<file path="config.mk">
export PLATFORM = sky130hd
export DESIGN_NAME = ddt_top
export DESIGN_NICKNAME = d
export VERILOG_FILES = /design/src/rtl/ddt_pkg.sv /design/src/rtl/ddt_top.sv /design/src/rtl/ddt_odt_ctl.sv /design/src/rtl/ddt_wrlvl.sv
export SDC_FILE = /design/constraint.sdc
export NUM_CORES = 1
export LEC_CHECK = 0
export BUFFER_PORTS_ARGS = -buffer_cell sky130_fd_sc_hd__buf_4
export CAP_MARGIN = 20
export CELL_PAD_IN_SITES_DETAIL_PLACEMENT = 0
export CELL_PAD_IN_SITES_GLOBAL_PLACEMENT = 1
export CORE_MARGIN = 2
export CORE_UTILIZATION = 41
export CTS_CLUSTER_SIZE = 24
export DETAILED_ROUTE_END_ITERATION = 8
export GPL_ROUTABILITY_DRIVEN = 1
export PLACE_DENSITY = 0.8
export SLEW_MARGIN = 5
export SYNTH_ARGS = -nofsm -noshare
export SYNTH_HDL_FRONTEND = slang
export SYNTH_SLANG_ARGS = --single-unit
</file>
<file path="constraint.sdc">
create_clock -name clk -period 4.7 [get_ports clk]
set_clock_uncertainty 0.15 [all_clocks]
set_input_delay 0.235 -clock clk [delete_from_list [all_inputs] [get_ports clk]]
set_output_delay 0.235 -clock clk [all_outputs]
set_load 0.05 [all_outputs]
</file>
<file path="src/rtl/ddt_pkg.sv">
package ddt_pkg;

  // bus clock and derived cycle figures
  localparam int CLK_PERIOD_PS = 100000;
  localparam int CLK_PERIOD_NS = 100;

  // register byte addresses
  localparam logic [3:0] ADR_CTRL = 4'h0;
  localparam logic [3:0] ADR_STAT = 4'h4;
  localparam logic [3:0] ADR_TWR = 4'h8;

  // control register layout, msb first
  typedef struct packed {
    logic [10:0] rsvd_hi;   // [31:21]
    logic [4:0] wr_prog;    // [20:16] write recovery in cycles
    logic [4:0] rsvd_lo;    // [15:11]
    logic level_en;         // [10] write leveling mode
    logic pd_frozen;        // [9] power-down with dll frozen
    logic chop4_fixed;      // [8] chop-four fixed by mode
    logic [3:0] additive_latency;       // [7:4]
    logic [3:0] column_write_latency;   // [3:0]
  } ddt_ctrl_s;

  localparam logic [31:0] CTRL_RST = 32'h0006_0005;
  localparam logic [31:0] CTRL_WMASK = 32'h001f_07ff;
  localparam logic [7:0] TWR_NS_RST = 8'h0f;

  // status register bit positions
  localparam int STAT_TERM = 0;
  localparam int STAT_PD_EARLY = 1;
  localparam int STAT_LVL_STROBE = 2;
  localparam int STAT_LVL_DRIVE = 3;
  localparam int STAT_IN_PD = 4;

  // command strobe from the controller, one per registered command
  typedef struct packed {
    logic valid;
    logic write;
    logic auto_pre;
  } ddt_cmd_s;

  // write-to-power-down spacing offsets, and the termination latency offset
  localparam logic [7:0] WR_PD_OFS_CHOP4 = 8'h02;
  localparam logic [7:0] WR_PD_OFS_BL8 = 8'h04;
  localparam logic [7:0] WR_AP_EXTRA = 8'h01;
  localparam logic [4:0] TERM_LAT_OFS = 5'h02;

  // write leveling waits, in clock edges
  localparam logic [5:0] LEVEL_FIRST_STROBE_WAIT = 6'h28;
  localparam logic [5:0] LEVEL_STROBE_DRIVE_WAIT = 6'h19;

  // sub-cycle delays: longest rounds down, floor one
  localparam int ASYNC_TERM_DELAY_MAX_PS = 8500;
  localparam int ASYNC_TERM_CYC =
    (ASYNC_TERM_DELAY_MAX_PS / CLK_PERIOD_PS) < 1 ? 1 :
    ASYNC_TERM_DELAY_MAX_PS / CLK_PERIOD_PS;
  localparam int LEVEL_FEEDBACK_DELAY_MAX_PS = 7500;
  localparam int LEVEL_FEEDBACK_CYC =
    (LEVEL_FEEDBACK_DELAY_MAX_PS / CLK_PERIOD_PS) < 1 ? 1 :
    LEVEL_FEEDBACK_DELAY_MAX_PS / CLK_PERIOD_PS;

  // ns to cycles, rounded up
  function automatic logic [7:0] ns_to_cyc(input logic [7:0] ns);
    logic [8:0] sum;
    sum = {1'b0, ns} + 9'(CLK_PERIOD_NS - 1);
    return 8'(sum / 9'(CLK_PERIOD_NS));
  endfunction

endpackage

</file>
<file path="src/rtl/ddt_top.sv">
// What this block does
// RL1 - With chop-four fixed by mode, power-down entry waits write latency plus 2 plus write recovery cycles after a write.
// RL2 - With chop-four fixed by mode, power-down after an auto-precharge write waits write latency plus 2 plus programmed recovery plus 1.
// RL3 - Termination turns on and off write latency minus two clocks after odt is seen high or low.
// RL4 - The controller holds odt high for a short count without or with a chopped write, and a longer count with an eight-beat write.
// RL5 - In power-down with the dll frozen termination follows odt directly within 2 to 8.5 ns.
// RL6 - Termination finishes turning off within 0.3 to 0.7 clock periods of its turn-off reference.
// RL7 - The first strobe rise comes at least 40 clocks after leveling mode is set.
// RL8 - The strobe pair is driven no sooner than 25 clocks after leveling mode is set.
// RL9 - In leveling the sampled clock level returns on the data line within 0 to 7.5 ns of a strobe rise, with up to 2 ns error.
// RL10 - Cycle spacings are counted in real clock edges.
// RL11 - A nanosecond figure becomes cycles by dividing by the clock period and rounding up.
// RL12 - For eight-beat or on-the-fly chop writes power-down waits write latency plus 4 plus write recovery cycles.
// RL13 - Write recovery over the clock period is rounded up for the power-down spacing.
// RL14 - For eight-beat or on-the-fly auto-precharge writes power-down waits write latency plus 4 plus programmed recovery plus 1.
//
// Design decisions made here: register access over Wishbone and the register addresses.
module ddt_top
  import ddt_pkg::*;
#(
  parameter int LAT_W = 5,
  parameter int ODT_DEPTH = 32
) (
  input wire logic clk,              // 10 MHz clock
  input wire logic rst_n,            // async reset, active low
  input wire logic ce,               // clock enable, freezes state
  input wire logic wb_cyc_i,         // wishbone cycle
  input wire logic wb_stb_i,         // wishbone strobe
  input wire logic wb_we_i,          // wishbone write
  input wire logic [3:0] wb_adr_i,   // byte address
  input wire logic [3:0] wb_sel_i,   // byte lanes
  input wire logic [31:0] wb_dat_i,  // write data
  output logic [31:0] wb_dat_o,      // read data
  output logic wb_ack_o,             // acknowledge
  input wire ddt_cmd_s cmd,          // registered command
  input wire logic cke,              // clock enable pin
  input wire logic odt,              // termination request
  input wire logic dqs,              // strobe level
  input wire logic dqs_drv,          // strobe pair driven
  input wire logic ck_at_dqs,        // clock level at strobe edge
  output logic term_en,              // termination on
  output logic lvl_dq,               // leveling feedback
  output logic lvl_dq_oe             // feedback drive enable
);

  generate
    if (LAT_W < 5 || ODT_DEPTH < (1 << LAT_W)) begin : g_bad
      $error("ddt_top: latency width or odt depth too small");
    end
  endgenerate

  // true when the bus address selects a register
  function automatic logic hit(input logic [3:0] a, input logic [3:0] o);
    return a == o;
  endfunction

  // byte-lane merge of a write into a register value
  function automatic logic [31:0] merge(input logic [31:0] old,
                                        input logic [31:0] nw,
                                        input logic [3:0] sel);
    logic [31:0] r;
    r = old;
    for (int i = 0; i < 4; i++) begin
      if (sel[i]) begin
        r[8*i +: 8] = nw[8*i +: 8];
      end
    end
    return r;
  endfunction

  logic [31:0] ctrl_ff, nxt_ctrl;
  logic [7:0] twr_ns_ff, nxt_twr_ns;
  logic ack_ff, nxt_ack;
  logic [31:0] rdat_ff, nxt_rdat;
  logic pd_early_ff, nxt_pd_early;
  logic cke_prev_ff, nxt_cke_prev;
  logic [7:0] since_ff, nxt_since;
  logic [7:0] req_ff, nxt_req;
  logic armed_ff, nxt_armed;

  ddt_ctrl_s ctrl;
  logic acc, wr_go;
  logic [4:0] wl;
  logic [LAT_W-1:0] term_lat;
  logic [7:0] twr_cyc;
  logic pd_entry;
  logic clr_pd, clr_strobe, clr_drive;
  logic early_strobe, early_drive;
  logic term_en_w, lvl_dq_w, lvl_oe_w;
  logic [31:0] stat;

  // decoded control and derived latencies
  always_comb begin
    ctrl = ddt_ctrl_s'(ctrl_ff);
    wl = {1'b0, ctrl.column_write_latency} +
         {1'b0, ctrl.additive_latency};
    // latency is write latency minus two, never below zero
    term_lat = (wl > TERM_LAT_OFS) ?
               LAT_W'(wl - TERM_LAT_OFS) : '0; // RL3
    twr_cyc = ns_to_cyc(twr_ns_ff); // RL11 RL13
  end

  // bus access: ack one cycle after request, write lands at the ack edge
  always_comb begin
    acc = wb_cyc_i & wb_stb_i;
    wr_go = acc & wb_we_i & ack_ff;
    nxt_ack = acc & ~ack_ff;
    clr_pd = wr_go & hit(wb_adr_i, ADR_STAT) & wb_sel_i[0] &
             wb_dat_i[STAT_PD_EARLY];
    clr_strobe = wr_go & hit(wb_adr_i, ADR_STAT) & wb_sel_i[0] &
                 wb_dat_i[STAT_LVL_STROBE];
    clr_drive = wr_go & hit(wb_adr_i, ADR_STAT) & wb_sel_i[0] &
                wb_dat_i[STAT_LVL_DRIVE];
    nxt_ctrl = ctrl_ff;
    nxt_twr_ns = twr_ns_ff;
    if (wr_go && hit(wb_adr_i, ADR_CTRL)) begin
      nxt_ctrl = merge(ctrl_ff, wb_dat_i, wb_sel_i) & CTRL_WMASK;
    end
    if (wr_go && hit(wb_adr_i, ADR_TWR) && wb_sel_i[0]) begin
      nxt_twr_ns = wb_dat_i[7:0];
    end
  end

  // status word seen by software
  always_comb begin
    stat = '0;
    stat[STAT_TERM] = term_en_w;
    stat[STAT_PD_EARLY] = pd_early_ff;
    stat[STAT_LVL_STROBE] = early_strobe;
    stat[STAT_LVL_DRIVE] = early_drive;
    stat[STAT_IN_PD] = ~cke_prev_ff;
    // unmapped addresses read as zero but are still acknowledged
    nxt_rdat = '0;
    if (nxt_ack && !wb_we_i) begin
      if (hit(wb_adr_i, ADR_CTRL)) begin
        nxt_rdat = ctrl_ff;
      end else if (hit(wb_adr_i, ADR_STAT)) begin
        nxt_rdat = stat;
      end else if (hit(wb_adr_i, ADR_TWR)) begin
        nxt_rdat = {24'h00_0000, twr_ns_ff};
      end
    end
  end

  // write to power-down spacing, counted in clock edges since the write
  always_comb begin
    pd_entry = cke_prev_ff & ~cke;
    nxt_cke_prev = cke;
    nxt_since = since_ff;
    nxt_req = req_ff;
    nxt_armed = armed_ff;
    if (cmd.valid && cmd.write) begin
      nxt_since = 8'h01; // RL10
      nxt_armed = 1'b1;
      nxt_req = {3'b000, wl} +
                (ctrl.chop4_fixed ? WR_PD_OFS_CHOP4 : WR_PD_OFS_BL8);
      if (cmd.auto_pre) begin
        // auto-precharge uses the programmed recovery plus one
        nxt_req = nxt_req + {3'b000, ctrl.wr_prog} + WR_AP_EXTRA; // RL2 RL14
      end else begin
        nxt_req = nxt_req + twr_cyc; // RL1 RL12
      end
    end else if (armed_ff && since_ff != 8'hff) begin
      nxt_since = since_ff + 8'h01;
    end
    // a fresh violation wins over a clear in the same cycle
    nxt_pd_early = (pd_early_ff & ~clr_pd) |
                   (pd_entry & armed_ff & (since_ff < req_ff)); // RL1 RL12
  end

  always_ff @(posedge clk or negedge rst_n) begin
    if (!rst_n) begin
      ctrl_ff <= CTRL_RST;
      twr_ns_ff <= TWR_NS_RST;
      ack_ff <= 1'b0;
      rdat_ff <= '0;
      pd_early_ff <= 1'b0;
      cke_prev_ff <= 1'b0;
      since_ff <= '0;
      req_ff <= '0;
      armed_ff <= 1'b0;
    end else if (ce) begin
      ctrl_ff <= nxt_ctrl;
      twr_ns_ff <= nxt_twr_ns;
      ack_ff <= nxt_ack;
      rdat_ff <= nxt_rdat;
      pd_early_ff <= nxt_pd_early;
      cke_prev_ff <= nxt_cke_prev;
      since_ff <= nxt_since;
      req_ff <= nxt_req;
      armed_ff <= nxt_armed;
    end
  end

  // termination latency pipe
  ddt_odt_ctl #(
    .LAT_W(LAT_W),
    .DEPTH(ODT_DEPTH)
  ) u_odt (
    .clk(clk),
    .rst_n(rst_n),
    .ce(ce),
    .odt(odt),
    .pd_frozen(ctrl.pd_frozen & ~cke_prev_ff),
    .lat(term_lat),
    .term_en(term_en_w)
  );

  // write leveling feedback and wait checks
  ddt_wrlvl u_lvl (
    .clk(clk),
    .rst_n(rst_n),
    .ce(ce),
    .level_en(ctrl.level_en),
    .dqs(dqs),
    .dqs_drv(dqs_drv),
    .ck_at_dqs(ck_at_dqs),
    .clr_strobe(clr_strobe),
    .clr_drive(clr_drive),
    .fb_dq(lvl_dq_w),
    .fb_oe(lvl_oe_w),
    .early_strobe(early_strobe),
    .early_drive(early_drive)
  );

  assign wb_dat_o = rdat_ff;
  assign wb_ack_o = ack_ff;
  assign term_en = term_en_w;
  assign lvl_dq = lvl_dq_w;
  assign lvl_dq_oe = lvl_oe_w;

endmodule // ddt_top

</file>
<file path="src/rtl/ddt_odt_ctl.sv">
module ddt_odt_ctl
  import ddt_pkg::*;
#(
  parameter int LAT_W = 5,
  parameter int DEPTH = 32
) (
  input wire logic clk,              // bus clock
  input wire logic rst_n,            // async reset, active low
  input wire logic ce,               // clock enable
  input wire logic odt,              // termination request pin
  input wire logic pd_frozen,        // power-down with dll frozen
  input wire logic [LAT_W-1:0] lat,  // turn-on/off latency in cycles
  output logic term_en               // termination active
);

  generate
    if (DEPTH < (1 << LAT_W) || ASYNC_TERM_CYC != 1) begin : g_bad
      $error("ddt_odt_ctl: depth too small or delay not one cycle");
    end
  endgenerate

  logic [DEPTH-1:0] hist_ff;
  logic [DEPTH-1:0] nxt_hist;
  logic term_ff;
  logic nxt_term;

  // history of odt, one bit per clock edge
  always_comb begin
    nxt_hist = {hist_ff[DEPTH-2:0], odt};
    nxt_term = term_ff;
    if (pd_frozen) begin
      nxt_term = odt; // RL5
    end else if (lat == '0) begin
      nxt_term = odt;
    end else begin
      // on and off share one latency; off completes inside this cycle
      nxt_term = hist_ff[lat - LAT_W'(1)]; // RL3 RL6
    end
  end

  always_ff @(posedge clk or negedge rst_n) begin
    if (!rst_n) begin
      hist_ff <= '0;
      term_ff <= 1'b0;
    end else if (ce) begin
      hist_ff <= nxt_hist;
      term_ff <= nxt_term;
    end
  end

  assign term_en = term_ff;

endmodule // ddt_odt_ctl

</file>
<file path="src/rtl/ddt_wrlvl.sv">
module ddt_wrlvl
  import ddt_pkg::*;
(
  input wire logic clk,        // bus clock
  input wire logic rst_n,      // async reset, active low
  input wire logic ce,         // clock enable
  input wire logic level_en,   // write leveling mode on
  input wire logic dqs,        // strobe level
  input wire logic dqs_drv,    // controller drives strobe pair
  input wire logic ck_at_dqs,  // clock level caught by strobe edge
  input wire logic clr_strobe, // clear early strobe flag
  input wire logic clr_drive,  // clear early drive flag
  output logic fb_dq,          // sampled clock level fed back
  output logic fb_oe,          // feedback drive enable
  output logic early_strobe,   // strobe rose before its wait
  output logic early_drive     // strobe driven before its wait
);

  generate
    if (LEVEL_FEEDBACK_CYC != 1) begin : g_bad
      $error("ddt_wrlvl: feedback must fit one cycle");
    end
  endgenerate

  logic [5:0] cnt_ff, nxt_cnt;
  logic dqs_prev_ff, nxt_dqs_prev;
  logic fb_ff, nxt_fb;
  logic oe_ff, nxt_oe;
  logic es_ff, nxt_es;
  logic ed_ff, nxt_ed;
  logic dqs_rise;

  // edges since leveling mode was set, saturating at the longest wait
  always_comb begin
    dqs_rise = dqs & ~dqs_prev_ff & level_en;
    nxt_dqs_prev = dqs;
    nxt_cnt = cnt_ff;
    if (!level_en) begin
      nxt_cnt = '0;
    end else if (cnt_ff < LEVEL_FIRST_STROBE_WAIT) begin
      nxt_cnt = cnt_ff + 6'h01; // RL10
    end
    nxt_fb = fb_ff;
    if (dqs_rise) begin
      nxt_fb = ck_at_dqs; // RL9
    end
    nxt_oe = level_en;
    // a new violation beats a clear in the same cycle
    nxt_es = (es_ff & ~clr_strobe) |
             (dqs_rise & (cnt_ff < LEVEL_FIRST_STROBE_WAIT)); // RL7
    nxt_ed = (ed_ff & ~clr_drive) |
             (level_en & dqs_drv &
              (cnt_ff < LEVEL_STROBE_DRIVE_WAIT)); // RL8
  end

  always_ff @(posedge clk or negedge rst_n) begin
    if (!rst_n) begin
      cnt_ff <= '0;
      dqs_prev_ff <= 1'b0;
      fb_ff <= 1'b0;
      oe_ff <= 1'b0;
      es_ff <= 1'b0;
      ed_ff <= 1'b0;
    end else if (ce) begin
      cnt_ff <= nxt_cnt;
      dqs_prev_ff <= nxt_dqs_prev;
      fb_ff <= nxt_fb;
      oe_ff <= nxt_oe;
      es_ff <= nxt_es;
      ed_ff <= nxt_ed;
    end
  end

  assign fb_dq = fb_ff;
  assign fb_oe = oe_ff;
  assign early_strobe = es_ff;
  assign early_drive = ed_ff;

endmodule // ddt_wrlvl

</file>
; Word-level counts from Yosys, hierarchy flattened
; Cells that the tools add are included.
[classes]
addsub = 10
n_div = 1
order_cmp = 5
eq_ne = 4
mux = 15
bitwise_logic = 31
n_reduce_logical = 18
[op_table]
columns = op, n
row1 = two-way mux 21 bit, 2
row2 = two-way mux 8 bit, 5
row3 = AND 1 bit, 21
row4 = two-way mux 6 bit, 2
row5 = AND reduction 2 bit, 5
row6 = "adder 8 x 7 -> 9 bit, second input constant", 1
row7 = "divider 9 x 7 -> 9 bit, second input constant", 1
row8 = AND reduction 3 bit, 3
row9 = adder 6 x 8 -> 8 bit, 1
row10 = "adder 7 x 1 -> 8 bit, second input constant", 1
row11 = "adder 8 x 1 -> 8 bit, second input constant", 1
row12 = < comparator 8 bit, 1
row13 = "inequality test 8 bit, second input constant", 1
row14 = adder 6 x 5 -> 7 bit, 1
row15 = NOT 1 bit, 7
row16 = adder 5 x 3 -> 6 bit, 1
row17 = "adder 6 x 1 -> 6 bit, second input constant", 1
row18 = logical AND 1 bit, 6
row19 = "< comparator 5 x 6 -> 1 bit, second input constant", 1
row20 = "< comparator 6 x 5 -> 1 bit, second input constant", 1
row21 = "< comparator 6 bit, second input constant", 1
row22 = adder 4 x 4 -> 5 bit, 1
row23 = binary-select mux 1 bit (select 5 bit), 1
row24 = "> comparator 5 x 2 -> 1 bit, second input constant", 1
row25 = other kinds (13), 17
[totals]
register_bits = 120
in_bits = 54
output_inout_bits = 36
wordCells = 103

; Longest topological paths before layout
[logic_depth]
word_depth = 9
ltp_mapped = 19
depth_no_buf = 19

; Cells and area by module
; A second synthesis with hierarchy kept.
[hier_totals]
hier_cells = 589
hier_area_um2 = 6102.1
[modules_own_cells]
columns = module, n_inst, cells_per_inst, area_per_inst_um2, seq_area_each_um2
row1 = ddt_top, 1, 424, 3933.8, 1486.4
row2 = ddt_odt_ctl, 1, 107, 1609.0, 825.8
row3 = ddt_wrlvl, 1, 58, 559.3, 275.3

; Worst setup path after synthesis
; OpenSTA, ideal clock, no wires.
[synth_timing]
path_kind = register -> register
start = register ctrl_ff[4] (netlist: ctrl[4])
end = register u_odt.term_ff (netlist: u_odt.term_en)
setup_time_ns = 0.129
t_arrival_ns = 4.331
required_time_ns = 4.421
setup_slack_ns = 0.090
stages_incl_launch_ff = 18
path_buffers = 3
synth_period_minus_slack_ns = 4.610
cell_sequence = dfrtp_1 > ha_1 > fa_1 > xor2_1 > inv_2 > ha_1 > buf_6 > nor4b_1 > and4_1 > a311o_1 > buf_6 > ha_1 > buf_1 > mux4_1 > nor3b_1 > a211o_1 > o211ai_2 > a31oi_1
[synth_between]
elab_chain_cells = 8
elab_cells_between_ends = 10
classes_between = add/sub (3) / order compare (1) / mux (5) / reduce/logical (1)
[synth_lines]
columns = item, line_no
row1 = start: declaration, ddt_top.sv:71  ; logic [31:0] ctrl_ff, nxt_ctrl;
row2 = start signal: assignment, ddt_top.sv:183  ; ctrl_ff <= nxt_ctrl;
row3 = adder 4 x 4 -> 5 bit (*), ddt_top.sv:95  ; wl = {1'b0, ctrl.column_write_latency} +
row4 = subtractor 5 x 2 -> 5 bit or > comparator 5 x 2 -> 1 bit (tied branches), "ddt_top.sv:99, ddt_top.sv:98"
row5 = two-way mux 5 bit (*), ddt_top.sv:98  ; term_lat = (wl > TERM_LAT_OFS) ?
row6 = subtractor 5 x 1 -> 5 bit, ddt_odt_ctl.sv:37  ; nxt_term = hist_ff[lat - LAT_W'(1)];
row7 = binary-select mux 1 bit (select 5 bit), ddt_odt_ctl.sv:37
row8 = two-way mux 1 bit (not written as such), ddt_odt_ctl.sv:37
row9 = two-way mux 1 bit (*), ddt_odt_ctl.sv:33  ; end else if (lat == '0) begin
row10 = two-way mux 1 bit (*), ddt_odt_ctl.sv:31  ; if (pd_frozen) begin
row11 = end signal: assignment, ddt_odt_ctl.sv:47  ; term_ff <= nxt_term;
row12 = end: declaration, ddt_odt_ctl.sv:24  ; logic term_ff;
; Every way passes the cells marked *; elsewhere a longest branch is shown, timed or not. The select of a mux whose other input is x is not followed.
; A chain may end at the register's enable or synchronous reset.

; Worst setup path after layout
; Same ends and word-level chain as after synthesis.

==> results by group <==
Run status
  – Outcome: finished clean

CTS
  – Worst-path clk slew: 0.07 ns
  – CTS Root Cell: clkbuf_16
  – Post-CTS sizing: 0
  – Htree depth: 3
  – Clock sinks: 103
  – Skew-Pair Late Insertion Delay: 0.36 ns
  – Max clock buf depth: 2
  – Cts bufs inserted: 9
  – TritonCTS clock tree: done

Yosys
  – Post-Syn Instances: 573
  – Number of synthesized flops with an enable pin: 0
  – Leading area contributor after synthesis: dfrtp_1
  – Synth Warn #: 0
  – Synth area leaders: dfrtp_1 (39%), mux2_2 (11%), ha_1 (5.6%), dfstp_2 (3.5%), o21ai_0 (3.5%)
  – Distinct cells, synth: 69
  – Mapped cell area: 0.006021 sq mm
  – Ys async rst share: 100.0%
  – Syn Area/Cell: 10.51 sq um
  – Share of the synthesized area in the top cell type: 39.48%
  – #FFs+latches synth: 103
  – Main flop type after synthesis: dfrtp_1
  – Register area share after synthesis: 42.98%

Detailed routing
  – Drt drc: 0
  – Drt total wl: 13350 microns
  – Number of routed nets with antenna violations: 0
  – First DRT Iteration DRCs: 232
  – DR vias/cell: 5.284
  – WL/cell: 16.09 microns
  – Via count: 4386
  – DRT Pass-1 Iters: 5

Place
  – IO buf count: 56
  – DP HPWL: 9800 microns
  – Gpl congestion: 0.8427
  – Placed cells: 794

STA
  – Max-slew violation count: 0
  – Number of hold violations in the final report: 0
  – Max Freq: 228.5 MHz
  – RSZ-0062 raised after global routing: false
  – Final setup vio count: 0
  – Relative slew slack: 47.42%
  – Final period utilization: 93.10%
  – Worst slew pin tran: 0.7859 ns
  – Setup_tns: 0 ns
  – Post-route minimum period: 4.376 ns

Setup path
  – Crit path kind: reg2reg
  – Critical path arrival: 4.46 ns
  – Critical-path maximum fanout: 5
  – Worst setup EP type: register
  – WP data required: 4.79 ns
  – Crit path launch type: register
  – FF-to-FF setup slack: 0.32 ns

Layout
  – Layout fillers: 1287
  – Area delta synth->final: 16.44%
  – Antenna cells: 0
  – Commonest non-fill, non-tap cells in the layout: dfrtp_1 (95), buf_4 (60), mux2_2 (59)
  – Utilization after layout: 48.60%
  – Register Area: 0.002587 sq mm
  – Non-filler cells, final: 830
  – Footprint of the multi-input gates: 0.003063 sq mm
  – Final-stage net count: 726
  – Commonest non-fill, non-tap cell in the layout: dfrtp_1
  – Layout cells sized above 1: 24.77%

Global routing
  – GR Overflow Total: 0
  – Largest net degree at the start of global routing: 68
  – GR Util All Layers: 17.49%
  – Vias in the first global route: 4429
  – First-pass GRT wire length: 22080 microns
  – Antenna violations before repair: 0

Die
  – Die Span Y: 125.2 microns
  – # IOs: 90
  – Core footprint: 0.01442 sq mm
  – Initial Utilization: 41.74%
  – Die ar.: 0.01567 sq mm
  – Die width: 125.2 microns
  – Placement Rows: 44

Power and ir drop
  – Leak pwr: 3.198 nW
  – Peak supply drop: 384.8 uV
  – Pwr Density: 327.1 mW/mm^2
  – Total power: 2.293 mW

Flow run
  – Max-cap check violation count: 0

Hold path
  – Worst hold path type: in2reg
## per-stage QoR
stage	setup WS (ns)	instance area (sq um)	hold slack, ns
floorplan	0.09011	6077	-0.2106
global placement	0.4084	6538	0.1818
detailed placement	0.3336	6538	0.1968
CTS	0.3011	7010	0.003449
global route	0.1294	7010	0.01036
finish	0.3244	7010	0.01905
## layer usage
metal  track usage, %  routed length, microns
met3            4.322                     551
met4            4.771                     133
met1            23.30                    6148
met5                0                       0
met2            28.64                    6521
## final timing paths
check                           from           endpoint  cells after the start
max in group asynchronous      rst_n  u_odt.hist_ff[22]                      3
max reg2reg                  ctrl[4]      u_odt.term_en                     14
min in group asynchronous      rst_n       wb_dat_o[10]                      2
min reg2reg                req_ff[3]          req_ff[3]                      2
min                              odt   u_odt.hist_ff[0]                      2
max                          ctrl[4]      u_odt.term_en                     14
## where the power goes
group          switching [mW]  leakage, nW  total (mW)  internal [mW]
Combinational           0.203         1.74       0.451          0.248
Sequential              0.113         1.33        1.14           1.02
Clock                   0.342        0.133       0.704          0.362
Total                   0.658         3.20        2.29           1.63
## timing repair
item | 4_1_cts | 5_1_grt
setup buffers | 0 | 0
hold buffers | 20 | 0
endpoints found under the setup margin | 0 | 0
hold endpoints to repair | 74 | 0
## registers in the layout (all words and copies together), names as in the netlist
register / count
u_odt.hist_ff: 32
ctrl: 16
wb_dat_o: 16
since_ff: 8
twr_ns_ff: 8
req_ff: 7
u_lvl.cnt_ff: 6
armed_ff: 1
cke_prev_ff: 1
pd_early_ff: 1
u_lvl.dqs_prev_ff: 1
u_lvl.early_drive: 1
u_lvl.early_strobe: 1
u_lvl.fb_dq: 1
u_lvl.fb_oe: 1
u_odt.term_en: 1
wb_ack_o: 1
## layout make-up
cell class,instances,area share (%)
Inverter,55,2.945
Sequential cell,103,36.91
Timing Repair Buffer,80,9.281
Multi-Input combinational cell,392,43.69
Clock inverter,6,0.6247
Tap cell,184,3.284
Clock buffer,10,3.266
## cells by family (layout without fill, tap and decap cells)
logic type | count (synthesis) | after routing | share of synthesized area [%]
AND/OR/NAND/NOR | 135 | 135 | 11.45
AO/OA/AOI/OAI | 112 | 112 | 12.01
flip-flops | 103 | 103 | 42.98
buffers and inverters | 93 | 151 | 7.086
multiplexers | 75 | 75 | 15.59
adder cells (fa/ha/maj) | 31 | 31 | 6.941
XOR/XNOR | 23 | 23 | 3.886
other | 1 | 16 | 0.06228
## synth_stat cells, drive strengths merged, types with 2 or more instances
| library cell | instances |
|---|---|
| a21boi | 2 |
| a21o | 6 |
| a21oi | 14 |
| a22o | 2 |
| a22oi | 3 |
| a311o | 2 |
| a31o | 2 |
| a31oi | 6 |
| a41o | 2 |
| and2 | 2 |
| and4 | 3 |
| buf | 21 |
| clkbuf | 17 |
| dfrtp | 95 |
| dfstp | 8 |
| fa | 4 |
| ha | 27 |
| inv | 55 |
| mux2 | 61 |
| mux2i | 6 |
| mux4 | 8 |
| nand2 | 43 |
| nand2b | 6 |
| nand3 | 17 |
| nor2 | 23 |
| nor2b | 12 |
| nor3 | 9 |
| nor3b | 4 |
| nor4b | 3 |
| o211ai | 4 |
| o21ai | 46 |
| o22ai | 9 |
| o31ai | 4 |
| or3 | 4 |
| or4 | 2 |
| xnor2 | 16 |
| xor2 | 6 |
## worst max-delay path, cell delays in order, from the launching register on
cell	delay [ns]
dfrtp_1	0.41
ha_1	0.22
fa_1	0.46
xor2_1	0.40
inv_2	0.08
ha_1	0.21
nor4b_1	0.14
and4_1	0.22
a311o_1	0.34
ha_1	0.45
mux4_1	0.58
nor3b_1	0.15
a211o_1	0.28
o211ai_2	0.07
a31oi_1	0.08
(Power assumes the default switching activity.)
